===== config.mk =====
export PLATFORM = sky130hd
export DESIGN_NAME = ocd_top
export DESIGN_NICKNAME = d
export VERILOG_FILES = /design/src/verilog/ocd_pkg.sv /design/src/verilog/ocd_core_if.sv /design/src/verilog/ocd_shifter.sv /design/src/verilog/ocd_bank.sv /design/src/verilog/ocd_top.sv
export SDC_FILE = /design/constraint.sdc
export NUM_CORES = 1
export LEC_CHECK = 0
export BUFFER_PORTS_ARGS = -buffer_cell sky130_fd_sc_hd__buf_4
export CELL_PAD_IN_SITES_DETAIL_PLACEMENT = 0
export CELL_PAD_IN_SITES_GLOBAL_PLACEMENT = 1
export CORE_MARGIN = 4
export CORE_UTILIZATION = 52
export CTS_CLUSTER_DIAMETER = 30
export DETAILED_ROUTE_END_ITERATION = 10
export GPL_TIMING_DRIVEN = 0
export PLACE_DENSITY_LB_ADDON = 0.1
export SLEW_MARGIN = 20
export SYNTH_ARGS = -nofsm -noshare
export SYNTH_HDL_FRONTEND = slang
export SYNTH_SLANG_ARGS = --single-unit

===== constraint.sdc =====
create_clock -name clk_sys -period 23.9 [get_ports clk_sys]
set_input_delay 3.585 -clock clk_sys [delete_from_list [all_inputs] [get_ports clk_sys]]
set_output_delay 3.585 -clock clk_sys [all_outputs]
set_load 0.1 [all_outputs]

===== src/verilog/ocd_pkg.sv =====
`default_nettype none
package ocd_pkg;
    // Frame and channel geometry
    localparam int FRAME_BITS  = 16;
    localparam int N_CH        = 8;
    localparam int CODE_W      = 10;
    localparam int DATA_W      = 16;
    localparam int ADDR_W      = 5;
    // Edge count positions inside a frame
    localparam logic [4:0] EDGE_ABORT = 5'h0F;
    localparam logic [4:0] EDGE_FULL  = 5'h10;
    localparam logic [4:0] EDGE_FLAG  = 5'h0E;
    // Chain shifter preload: a one that emerges on edge 15
    localparam logic [14:0] CHAIN_PRELOAD = 15'h0001;
    // Command nibble encodings
    localparam logic [3:0] CMD_REG_ONLY = 4'h8;
    localparam logic [3:0] CMD_WR_THRU  = 4'h9;
    localparam logic [3:0] CMD_UPD_SEL  = 4'hA;
    localparam logic [3:0] CMD_CHA_WR   = 4'hB;
    localparam logic [3:0] CMD_BCAST    = 4'hC;
    localparam logic [3:0] CMD_PD_HIZ   = 4'hD;
    localparam logic [3:0] CMD_PD_100K  = 4'hE;
    localparam logic [3:0] CMD_PD_2K5   = 4'hF;
    // Field positions in the frame word
    localparam int CMD_MSB  = 15;
    localparam int CMD_LSB  = 12;
    localparam int CH_MSB   = 14;
    localparam int CH_LSB   = 12;
    localparam int CODE_MSB = 11;
    localparam int CODE_LSB = 2;
    // Register map (word index on the plain port)
    localparam logic [4:0] OFS_HOLD   = 5'h00;
    localparam logic [4:0] OFS_OUT    = 5'h08;
    localparam logic [4:0] OFS_STATUS = 5'h10;
    localparam logic [4:0] OFS_CTRL   = 5'h11;
    // Reset values
    localparam logic       CTRL_RESET = 1'h1;
    localparam logic [9:0] CODE_RESET = 10'h000;
    // Operating mode and power-down terminations
    typedef enum logic {MODE_REG_ONLY = 1'b0, MODE_WR_THRU = 1'b1} ocd_mode_e;
    typedef enum logic [1:0] {
        PD_ACTIVE = 2'b00,
        PD_HIZ    = 2'b01,
        PD_100K   = 2'b10,
        PD_2K5    = 2'b11
    } ocd_pd_e;
endpackage
`default_nettype wire


===== src/verilog/ocd_core_if.sv =====
`timescale 1ns/1ps
`default_nettype none
interface ocd_core_if;
    import ocd_pkg::*;
    // Link events seen in the system clock domain
    logic              sclk_fall;
    logic              sync_fall;
    logic              sync_rise;
    logic              sync_low;
    logic              din_bit;
    logic              dout_en;
    // Captured frame and chained output
    logic [15:0]       frame_word;
    logic              frame_exec;
    logic              dout_bit;
    // Channel bank control and state
    logic [7:0]        hold_we;
    logic [9:0]        hold_wdata;
    logic [7:0]        out_load;
    logic [7:0]        pd_we;
    ocd_pd_e           pd_mode;
    logic [3:0]        rd_idx;
    logic [9:0]        rd_data;
    logic [9:0]        out_code [8];
    ocd_pd_e           pd_state [8];
    modport shf  (input sclk_fall, sync_fall, sync_rise, sync_low, din_bit,
                  dout_en, output frame_word, frame_exec, dout_bit);
    modport bank (input hold_we, hold_wdata, out_load, pd_we, pd_mode,
                  rd_idx, output rd_data, out_code, pd_state);
    modport core (output sclk_fall, sync_fall, sync_rise, sync_low, din_bit,
                  dout_en, hold_we, hold_wdata, out_load, pd_we, pd_mode,
                  rd_idx, input frame_word, frame_exec, dout_bit, rd_data,
                  out_code, pd_state);
endinterface
`default_nettype wire


===== src/verilog/ocd_shifter.sv =====
`timescale 1ns/1ps
`default_nettype none
module ocd_shifter (
    // System clock and reset
    input  wire logic clk_sys,
    input  wire logic rst,
    // Link side events and frame output
    ocd_core_if.shf   lk
);
    import ocd_pkg::*;

    logic [15:0] sr_reg;     // Input shift register
    logic [4:0]  cnt_reg;    // Falling edges, saturating at 16
    logic [14:0] chain_reg;  // Delay line toward the chain output
    logic        dout_reg;   // Registered chain output
    logic        exec_reg;   // One-cycle execute pulse

    // Shift on every falling edge, MSB first; a new frame clears the edge count, not the shift register
    always_ff @(posedge clk_sys or posedge rst) begin
        if (rst) begin
            sr_reg  <= 16'h0000;
            cnt_reg <= 5'h00;
        end else if (lk.sync_fall) begin
            cnt_reg <= 5'h00;
        end else if (lk.sync_low && lk.sclk_fall) begin
            sr_reg <= {sr_reg[14:0], lk.din_bit};
            if (cnt_reg != EDGE_FULL) begin
                cnt_reg <= cnt_reg + 5'h01;
            end
        end
    end

    // Chain output: low for 14 edges, high on 15, then the first bits
    always_ff @(posedge clk_sys or posedge rst) begin
        if (rst) begin
            chain_reg <= CHAIN_PRELOAD;
            dout_reg  <= 1'b0;
        end else if (!lk.sync_low) begin
            // Idle frame sync keeps the chain quiet
            chain_reg <= CHAIN_PRELOAD;
            dout_reg  <= 1'b0;
        end else if (lk.sclk_fall) begin
            dout_reg  <= chain_reg[14] & lk.dout_en;
            chain_reg <= {chain_reg[13:0], lk.din_bit};
        end
    end

    // Execute on the rising frame sync only once 16 edges were seen;
    // the register then holds this device's final 16 bits
    always_ff @(posedge clk_sys or posedge rst) begin
        if (rst) begin
            exec_reg <= 1'b0;
        end else begin
            exec_reg <= lk.sync_rise
                        && (cnt_reg == EDGE_FULL);
        end
    end

    assign lk.frame_word = sr_reg;
    assign lk.frame_exec = exec_reg;
    assign lk.dout_bit   = dout_reg;
endmodule
`default_nettype wire


===== src/verilog/ocd_bank.sv =====
`timescale 1ns/1ps
`default_nettype none
module ocd_bank (
    // System clock and reset
    input  wire logic clk_sys,
    input  wire logic rst,
    // Channel control from the core
    ocd_core_if.bank  bk
);
    import ocd_pkg::*;

    logic [9:0] hold_reg [8];  // Holding registers
    logic [9:0] out_reg  [8];  // Output codes
    ocd_pd_e    pd_reg   [8];  // Power-down terminations
    logic [9:0] rd_reg;        // Registered read data

    // Per-channel update; an output load sees a same-cycle write
    always_ff @(posedge clk_sys or posedge rst) begin
        if (rst) begin
            for (int i = 0; i < N_CH; i++) begin
                hold_reg[i] <= CODE_RESET;
                out_reg[i]  <= CODE_RESET;
                pd_reg[i]   <= PD_ACTIVE;
            end
        end else begin
            for (int i = 0; i < N_CH; i++) begin
                if (bk.hold_we[i]) begin
                    hold_reg[i] <= bk.hold_wdata;
                end
                if (bk.out_load[i]) begin
                    out_reg[i] <= bk.hold_we[i] ? bk.hold_wdata : hold_reg[i];
                    pd_reg[i]  <= PD_ACTIVE;
                end else if (bk.pd_we[i]) begin
                    pd_reg[i]  <= bk.pd_mode;
                end
            end
        end
    end

    // Read port: holding codes low half, output codes high half
    always_ff @(posedge clk_sys or posedge rst) begin
        if (rst) begin
            rd_reg <= CODE_RESET;
        end else if (bk.rd_idx[3]) begin
            rd_reg <= out_reg[bk.rd_idx[2:0]];
        end else begin
            rd_reg <= hold_reg[bk.rd_idx[2:0]];
        end
    end

    assign bk.rd_data  = rd_reg;
    assign bk.out_code = out_reg;
    assign bk.pd_state = pd_reg;
endmodule
`default_nettype wire


===== src/verilog/ocd_top.sv =====
`timescale 1ns/1ps
`default_nettype none
module ocd_top #(
    parameter int NUM_CH  = 8,   // Channels in the bank
    parameter int CODE_BW = 10   // Bits per channel code
) (
    // System clock and reset
    input  wire logic                        clk_sys,
    input  wire logic                        rst,
    // Serial link pins
    input  wire logic                        sclk,
    input  wire logic                        sync_n,
    input  wire logic                        din,
    output logic                             dout,
    // Register port
    input  wire logic [ocd_pkg::ADDR_W-1:0]  reg_addr,
    input  wire logic [ocd_pkg::DATA_W-1:0]  reg_wdata,
    input  wire logic                        reg_wr,
    input  wire logic                        reg_rd,
    output logic      [ocd_pkg::DATA_W-1:0]  reg_rdata,
    // Converter side
    output logic      [79:0]                 dac_code,
    output logic      [15:0]                 dac_pd,
    output logic                             write_through
);
    import ocd_pkg::*;

    // Only the documented geometry is served
    if (NUM_CH != N_CH || CODE_BW != CODE_W) begin : g_chk
        $error("ocd_top serves eight 10-bit channels only");
    end

    // Decode a frame channel select into a one-hot channel
    function automatic logic [7:0] ch_onehot(input logic [2:0] ch);
        ch_onehot = 8'h01 << ch;
    endfunction

    ocd_core_if cif ();

    logic [2:0]  sclk_sy_reg;   // Clock pin synchroniser and history
    logic [2:0]  sync_sy_reg;   // Frame sync synchroniser and history
    logic [2:0]  din_sy_reg;    // Data synchroniser, aligned to clock
    ocd_mode_e   mode_reg;      // Current operating mode
    logic        ctrl_reg;      // Chain output enable
    logic        rd_bank_reg;   // Last read came from the bank
    logic        rd_hit_reg;    // Last read hit a core register
    logic [15:0] rd_core_reg;   // Core register read value
    logic [15:0] w;             // Frame word shorthand
    logic [3:0]  command_nibble;
    logic [2:0]  channel_select;
    logic [11:0] data_field;
    logic [9:0]  code_val;
    logic [7:0]  flags;
    logic [7:0]  pd_any;

    // Two flops before use; the third gives edge history and the data bit
    always_ff @(posedge clk_sys or posedge rst) begin
        if (rst) begin
            // Idle-high history, so release never looks like a fall
            sclk_sy_reg <= 3'h7;
            sync_sy_reg <= 3'h7;
            din_sy_reg  <= 3'h0;
        end else begin
            sclk_sy_reg <= {sclk_sy_reg[1:0], sclk};
            sync_sy_reg <= {sync_sy_reg[1:0], sync_n};
            din_sy_reg  <= {din_sy_reg[1:0], din};
        end
    end

    // Link events; data taken from the cycle before the clock fell
    assign cif.sclk_fall = sclk_sy_reg[2] & ~sclk_sy_reg[1];
    assign cif.sync_fall = sync_sy_reg[2] & ~sync_sy_reg[1];
    assign cif.sync_rise = ~sync_sy_reg[2] & sync_sy_reg[1];
    assign cif.sync_low  = ~sync_sy_reg[1];
    assign cif.din_bit   = din_sy_reg[2];
    assign cif.dout_en   = ctrl_reg;

    ocd_shifter u_shf (
        .clk_sys (clk_sys),
        .rst     (rst),
        .lk      (cif.shf)
    );

    ocd_bank u_bank (
        .clk_sys (clk_sys),
        .rst     (rst),
        .bk      (cif.bank)
    );

    // Frame fields
    assign w              = cif.frame_word;
    assign command_nibble = w[CMD_MSB:CMD_LSB];
    assign channel_select = w[CH_MSB:CH_LSB];
    assign data_field     = w[CODE_MSB:0];
    assign code_val       = data_field[CODE_MSB:CODE_LSB];
    assign flags          = w[7:0];

    // Operating mode; changes only on an executed mode command
    always_ff @(posedge clk_sys or posedge rst) begin
        if (rst) begin
            mode_reg <= MODE_REG_ONLY;
        end else if (cif.frame_exec) begin
            if (command_nibble == CMD_REG_ONLY) begin
                mode_reg <= MODE_REG_ONLY;
            end else if (command_nibble == CMD_WR_THRU) begin
                mode_reg <= MODE_WR_THRU;
            end
        end
    end

    // Command decode into bank strobes, valid in the execute cycle
    always_comb begin
        cif.hold_we    = 8'h00;
        cif.out_load   = 8'h00;
        cif.pd_we      = 8'h00;
        cif.pd_mode    = PD_ACTIVE;
        cif.hold_wdata = code_val;
        if (cif.frame_exec) begin
            if (!w[CMD_MSB]) begin
                // Channel write; output follows only in write-through
                cif.hold_we = ch_onehot(channel_select);
                if (mode_reg == MODE_WR_THRU) begin
                    cif.out_load = ch_onehot(channel_select);
                end else begin
                    cif.out_load = 8'h00;
                end
            end else begin
                // Special commands ignore the mode
                case (command_nibble)
                    CMD_UPD_SEL: begin
                        cif.out_load = flags;
                    end
                    CMD_CHA_WR: begin
                        cif.hold_we  = ch_onehot(3'h0);
                        cif.out_load = 8'hFF;
                    end
                    CMD_BCAST: begin
                        cif.hold_we  = 8'hFF;
                        cif.out_load = 8'hFF;
                    end
                    CMD_PD_HIZ: begin
                        cif.pd_we   = flags;
                        cif.pd_mode = PD_HIZ;
                    end
                    CMD_PD_100K: begin
                        cif.pd_we   = flags;
                        cif.pd_mode = PD_100K;
                    end
                    CMD_PD_2K5: begin
                        cif.pd_we   = flags;
                        cif.pd_mode = PD_2K5;
                    end
                    default: begin
                        // Mode commands carry no bank action
                        cif.pd_we = 8'h00;
                    end
                endcase
            end
        end
    end

    // Power-down summary per channel
    always_comb begin
        for (int i = 0; i < N_CH; i++) begin
            pd_any[i] = (cif.pd_state[i] != PD_ACTIVE);
        end
    end

    // Control register write
    always_ff @(posedge clk_sys or posedge rst) begin
        if (rst) begin
            ctrl_reg <= CTRL_RESET;
        end else if (reg_wr && reg_addr == OFS_CTRL) begin
            ctrl_reg <= reg_wdata[0];
        end
    end

    // Bank read index follows the address directly
    assign cif.rd_idx = reg_addr[3:0];

    // Read decode; answer appears the cycle after the strobe
    always_ff @(posedge clk_sys or posedge rst) begin
        if (rst) begin
            rd_bank_reg <= 1'b0;
            rd_hit_reg  <= 1'b0;
            rd_core_reg <= 16'h0000;
        end else begin
            rd_bank_reg <= 1'b0;
            rd_hit_reg  <= 1'b0;
            rd_core_reg <= 16'h0000;
            if (reg_rd) begin
                if (reg_addr < OFS_STATUS) begin
                    rd_bank_reg <= 1'b1;
                end else if (reg_addr == OFS_STATUS) begin
                    rd_hit_reg  <= 1'b1;
                    rd_core_reg <= {pd_any, 7'h00, mode_reg};
                end else if (reg_addr == OFS_CTRL) begin
                    rd_hit_reg  <= 1'b1;
                    rd_core_reg <= {15'h0000, ctrl_reg};
                end
            end
        end
    end

    // Unmapped and idle reads give zero
    always_comb begin
        if (rd_bank_reg) begin
            reg_rdata = {6'h00, cif.rd_data};
        end else if (rd_hit_reg) begin
            reg_rdata = rd_core_reg;
        end else begin
            reg_rdata = 16'h0000;
        end
    end

    // Converter side outputs, channel A in the low bits
    always_comb begin
        for (int i = 0; i < N_CH; i++) begin
            dac_code[i*10 +: 10] = cif.out_code[i];
            dac_pd[i*2 +: 2]     = cif.pd_state[i];
        end
    end

    assign dout          = cif.dout_bit;
    assign write_through = mode_reg;
endmodule
`default_nettype wire


==> results of run 1 <==
cell usage after synthesis (4+ instances only):
master and count:
a211oi_1 10, a21boi_0 4, a21oi_1 29, a22o_1 16, and2_1 16, and3b_1 5, buf_2 17, buf_4 14
buf_6 4, clkbuf_1 19, dfrtp_1 238, dfstp_2 8, inv_1 8, mux2_2 168, mux2_4 8, mux2i_1 11
mux4_2 40, nand2_1 28, nand3_1 18, nand4_1 5, nor2_1 26, nor2b_1 15, nor3b_2 5
final cells by class:
| type | instances | area share, % |
|---|---|---|
| Buffer | 56 | 2.19 |
| Inverter | 8 | 0.262 |
| Clock inverter | 31 | 2.74 |
| Clock buffer | 68 | 10.4 |
| Timing Repair Buffer | 126 | 6.89 |
| Tap cell | 275 | 2.40 |
| Multi-Input combinational cell | 460 | 32.0 |
| Sequential cell | 246 | 43.1 |
report_power, final:
group          switching (W)  total [W]  internal (W)
logic              0.0000326  0.0000452     0.0000126
clock network       0.000238   0.000755      0.000517
registers         0.00000727   0.000431      0.000424
total               0.000278    0.00123      0.000954
worst max-delay path: cells and delay by family (launching register included):
family          cells  cell delay [ns]
buf+inv             2             0.82
flops               1             0.35
compound gates      1             0.30
routing by layer:
| layer | GRT usage, % | up-vias | routed length [um] |
|---|---|---|---|
| met4 | 9.88 | 0 | 940 |
| met1 | 37.8 | 3913 | 13600 |
| met5 | 0 | - | 0 |
| met2 | 44.2 | 270 | 15700 |
| li1 | - | 3183 | - |
| met3 | 4.84 | 73 | 1710 |
cells by family (layout without fill, tap and decap cells):
logic type | count (synthesis) | after routing | synth area share [%]
muxes | 229 | 229 | 27.5
adders and majority gates | 2 | 2 | 0.226
buffers and inverters | 64 | 289 | 3.10
AOI/OAI and AO/OA | 82 | 82 | 5.58
xor gates and xnor gates | 7 | 7 | 0.620
DFF | 246 | 246 | 55.6
and+or+nand+nor | 140 | 140 | 7.43
worst paths after layout:
| kind | cells after the start | end | from | slack [ns] |
|---|---|---|---|---|
| worst min register to register | 0 | din_sy_reg[2]$_DFF_PP0_ | din_sy_reg[1]$_DFF_PP0_ | 0.34 |
| worst max-delay path | 3 | reg_rdata[0] | rd_bank_reg$_DFF_PP0_ | 18.30 |
| worst max register to register | 5 | u_bank.bk.out_code[13]$_DFFE_PP0P_ | u_shf.lk.frame_word[14]$_DFFE_PP0P_ | 21.54 |
| min in group asynchronous | 2 | u_bank.bk.out_code[61]$_DFFE_PP0P_ | rst | 3.10 |
| worst min-delay path | 0 | din_sy_reg[2]$_DFF_PP0_ | din_sy_reg[1]$_DFF_PP0_ | 0.34 |
| max in group asynchronous | 4 | u_bank.hold_reg[58]$_DFF_PP0_ | rst | 19.62 |
per-stage QoR:
step	setup WS, ns	utilization [%]
3_5_place_dp	17.76	59.1
2_1_floorplan	13.57	-
4_1_cts	18.24	68.1
3_3_place_gp	11.34	58.8
6_report	18.30	68.1
5_1_grt	18.21	68.1
==> summary.txt, run 1 <==
Logic synthesis
  • Seq/Total Area, Yosys: 55.6%
  • Yosys Warn Count: 0
  • Most used DFF post-synth: dfrtp_1
  • Synth top area share: ~54%
  • Largest area contributor in the netlist: dfrtp_1
  • Synth unique cells: between 50 and 60
  • Top cells by area, synth: dfrtp_1, mux2_2, mux4_2, dfstp_2, a21oi_1
  • EDFF count, synth: 0
  • FF+latch count, synth: around 250
  • Post-Syn Area per Cell: around 14 um2
  • Mapped Nets: 800
  • FFs w/ async S/R, synth: 100%
  • Cells after Synth: 770
  • Synthesized area: between 10000 and 15000 um2

GRT
  • First-pass GRT wire length: about 49000 um
  • Initial antenna violation count: 0
  • Number of global-route vias before repair: between 8000 and 9000
  • Total global-route track usage: between 20 and 30%
  • GR Overflow Total: 0
  • Pin count of the biggest net entering global routing: 86

Timing
  • Hold Worst Slack: between 0.3 and 0.4 ns
  • Fin. Hold Viols: 0
  • Final Cycle Share: a little under a quarter
  • Tmin final: about 5.6 ns
  • Setup Skew: about 0.020 ns
  • Setup violators final: 0
  • Achievable clock frequency: about 180 MHz
  • Max Slew Vio Count: 0
  • RSZ-0062 raised after global routing: no
  • TNS Setup: 0 ns
  • Max-Slew Margin vs Limit: between 20% and 30%
  • Worst Tran Pin Value: ~1.2 ns

Detailed routing
  • DR vias/cell: around 6
  • Detail Route Antenna Nets: 0
  • Total number of vias: roughly 7400
  • # DRC: 0
  • Routed wire length: between 30000 and 40000 um
  • Routed len/inst: 25.2 um
  • DRT iter0 DRCs: between 300 and 400
  • First drt pass iteration count: 5

Floorplan
  • Placeable core area: between 20000 and 25000 um2
  • Vert. Die Dim: ~150 um
  • Die X: 154 um
  • DIE AREA: roughly 24000 um2
  • Ports: around 140
  • Initial cell density of the core: between 50% and 60%
  • Rows: 53

Final layout
  • Ratio of cells with drive above 1 in the final layout: around 50%
  • Multi-input gate area: around 4600 um2
  • Reg area: a little over 6000 um2
  • Filler cells: between 1000 and 1500
  • Nets: 982
  • Commonest non-fill, non-tap cell in the layout: dfrtp_1
  • Most frequent cells in the layout: dfrtp_1, mux2_2, buf_4, clkbuf_16, mux4_2
  • N_diodes: 0
  • Area grow syn2layout: 29.1%
  • Post-layout instance area: between 10000 and 15000 um2
  • Non-Filler Instances: about 1300

Worst setup path
  • Critical path class: reg -> out
  • CP endpoint kind: output port
  • Critical path required time: roughly 20 ns
  • Crit-path slowest cell: clkbuf_1
  • Critical Path AT: 2.02 ns
  • Critical Path Fanout Max: 10
  • CP max stage delay: 0.51 ns
  • Worst path cell trace: clkbuf_1 > a22o_1 > buf_4
  • Setup crit start kind: flop

Pwr
  • VDD IR-drop max: around 60 uV
  • Tot Pwr: between 0.001 and 0.0015 W
  • PwrDens: 86.0 nW/um2
  • LEAKAGE: between 6 and 7 nW

Clock tree
  • CTS Buf Count: 54
  • Worst-path clk slew: about 0.050 ns
  • Hold buffers post-CTS: 0
  • Clk sink count: 246
  • Root buffer cell: clkbuf_16
  • H-tree Lvls: 2
  • CTS resizes: 0
  • CTS tree: built
  • Max Buffers Root-to-Sink: 3
  • Postcts setup bufs: 0
  • Latest clock arrival within the worst-skew pair: approximately 0.56 ns

Place
  • Placed Cells: 1171
  • GPL Wtd Cong: ~0.93
  • DP HPWL: between 20000 and 25000 um
  • PortBufs: 124
  • Placed standard-cell area: ~12000 um2

Worst hold path
  • HP Class: reg -> reg

Job
  • Max Cap Viol: 0

Run status
  • Status: completed
(Power assumes the default switching activity.)
==> run 2: changes to the inputs <==
--- a/config.mk
+++ b/config.mk
@@ -9,7 +9,7 @@
 export CELL_PAD_IN_SITES_DETAIL_PLACEMENT = 0
 export CELL_PAD_IN_SITES_GLOBAL_PLACEMENT = 1
 export CORE_MARGIN = 4
-export CORE_UTILIZATION = 52
+export CORE_UTILIZATION = 43
 export CTS_CLUSTER_DIAMETER = 30
 export DETAILED_ROUTE_END_ITERATION = 10
 export GPL_TIMING_DRIVEN = 0
==> constraint.sdc (replaced) <==
create_clock -name clk_sys -period 4.65 [get_ports clk_sys]
set_input_delay 0.6975 -clock clk_sys [delete_from_list [all_inputs] [get_ports clk_sys]]
set_output_delay 0.6975 -clock clk_sys [all_outputs]
set_load 0.1 [all_outputs]
==> run 2 against run 1 <==
  * Setup slack lost 17 ns
  * Cell count grew 5.2%
  * Die area grew 20%
  * Critical endpoint is now u_bank.bk.rd_data[8]$_DFF_PP0_
==> summary.txt, run 2 (synthesized netlist as in run 1, its figures left out) <==
Place
  • Placed standard-cell area: 12600 um2
  • DP HPWL: about 22000 um
  • Placed Cells: 1232
  • Pre-CTS WS: roughly 1.2 ns
  • PortBufs: roughly 120
  • GPL Wtd Cong: approximately 0.87

Floorplan
  • Die X: approximately 170 um
  • Placeable core area: around 25000 um2
  • Ports: between 100 and 150
  • DIE AREA: roughly 28000 um2
  • Initial cell density of the core: a little over two fifths
  • Vert. Die Dim: between 150 and 200 um
  • Rows: 58

Worst setup path
  • Critical Path Fanout Max: 10
  • Critical path class: in -> reg
  • Critical Path AT: 3.28 ns
  • Critical path required time: between 5 and 6 ns
  • CP endpoint kind: flop
  • Setup crit start kind: input pin
  • Register-to-Register Path Depth: 5

Timing
  • Fin. Hold Viols: 0
  • Hold Worst Slack: roughly 0.14 ns
  • Achievable clock frequency: between 300 and 400 MHz
  • Setup Skew: 0.0198 ns
  • Max Slew Vio Count: 0
  • Fin worst setup slack: 1.76 ns
  • Max-Slew Margin vs Limit: between 20% and 30%
  • Worst Tran Pin Value: 1.10 ns
  • Setup violators final: 0
  • Final Cycle Share: between 60% and 70%
  • Tmin final: slightly below 3 ns
  • RSZ-0062 raised after global routing: no

Detailed routing
  • DR vias/cell: 5.55
  • Routed wire length: ~33000 um
  • # DRC: 0
  • DRT iter0 DRCs: 336
  • Total number of vias: 7413
  • First drt pass iteration count: 4
  • Routed len/inst: roughly 25 um
  • Detail Route Antenna Nets: 0

Clock tree
  • CTS resizes: 0
  • Hold buffers post-CTS: 0
  • CTS Buf Count: 55
  • Clk sink count: 246
  • Latest clock arrival within the worst-skew pair: around 0.56 ns
  • H-tree Lvls: 2
  • Postcts setup bufs: 0
  • Max Buffers Root-to-Sink: 3
  • CTS tree: built
  • Root buffer cell: clkbuf_16
  • Worst-path clk slew: 0.05 ns

Final layout
  • N_diodes: 0
  • Commonest non-fill, non-tap cell in the layout: dfrtp_1
  • Nets: between 900 and 1000
  • Area grow syn2layout: 30.6%
  • Filler cells: between 2000 and 2500
  • Ratio of cells with drive above 1 in the final layout: approximately half
  • Post-layout instance area: about 14000 um2
  • Non-Filler Instances: between 1000 and 1500
  • Most frequent cells in the layout: dfrtp_1, mux2_2, buf_4, clkbuf_16, mux4_2

GRT
  • Initial antenna violation count: 1
  • Total global-route track usage: 23.6%
  • Pin count of the biggest net entering global routing: 35
  • First-pass GRT wire length: between 50000 and 60000 um
  • Number of global-route vias before repair: 8015
  • GR Overflow Total: 0

Pwr
  • VDD IR-drop max: roughly 300 uV
  • LEAKAGE: 7.01 nW
  • PwrDens: 434 nW/um2

Run status
  • Status: completed

Job
  • Max Cap Viol: 0

Worst hold path
  • HP Class: in -> async
## run 2: cell type report
cell class	count	area, um2	share of cell area, %
plain buffers	56	314	2.17
clock buffers	70	1530	10.6
multi-input cells	460	4580	31.6
clock inverters	34	349	2.41
flip-flops and latches	246	6170	42.5
repair buffers	132	1100	7.58
well taps	330	413	2.85
inverters	8	33.8	0.233
## run 2: metal layers
metal	share of wire, %	global-route usage [%]	up-vias
met1	43	31.6	3861
met3	6.0	5.14	81
met2	47	37.6	246
met4	3.5	9.70	2
met5	0.039	0	-
li1	-	-	3223
## run 2: per-stage QoR
step / utilization (%) / power [W] / TNS (ns)
2_1_floorplan: - / 0.00238 / 0
3_3_place_gp: 49.3 / 0.00248 / -137.00
3_5_place_dp: 49.9 / 0.00250 / 0
4_1_cts: 57.4 / 0.00634 / 0
5_1_grt: 57.4 / 0.00648 / 0
6_report: 57.4 / 0.00629 / 0
## run 2: final timing paths
kind / slack, ns / from / to
max reg2reg: 2.26 / u_shf.lk.frame_word[14]$_DFFE_PP0P_ / u_bank.bk.out_code[18]$_DFFE_PP0P_
max in group asynchronous: 3.39 / rst / u_bank.hold_reg[47]$_DFF_PP0_
min in group clk_sys: 0.25 / sync_n / sync_sy_reg[0]$_DFF_PP1_
min: 0.14 / rst / rd_core_reg[14]$_DFF_PP0_
min reg2reg: 0.35 / din_sy_reg[0]$_DFF_PP0_ / din_sy_reg[1]$_DFF_PP0_
max: 1.76 / reg_addr[2] / u_bank.bk.rd_data[8]$_DFF_PP0_
## run 2: where the power goes
group          switching, W  total [W]  internal (W)
registers         0.0000354    0.00222       0.00218
clock network       0.00123    0.00383       0.00260
logic              0.000173   0.000246     0.0000740
## run 2: worst max-delay path, cell delays in order
cell and delay, ns:
buf_2 0.25, buf_2 0.51, clkbuf_1 0.77, buf_2 0.51, a211oi_1 0.13, a21oi_1 0.40
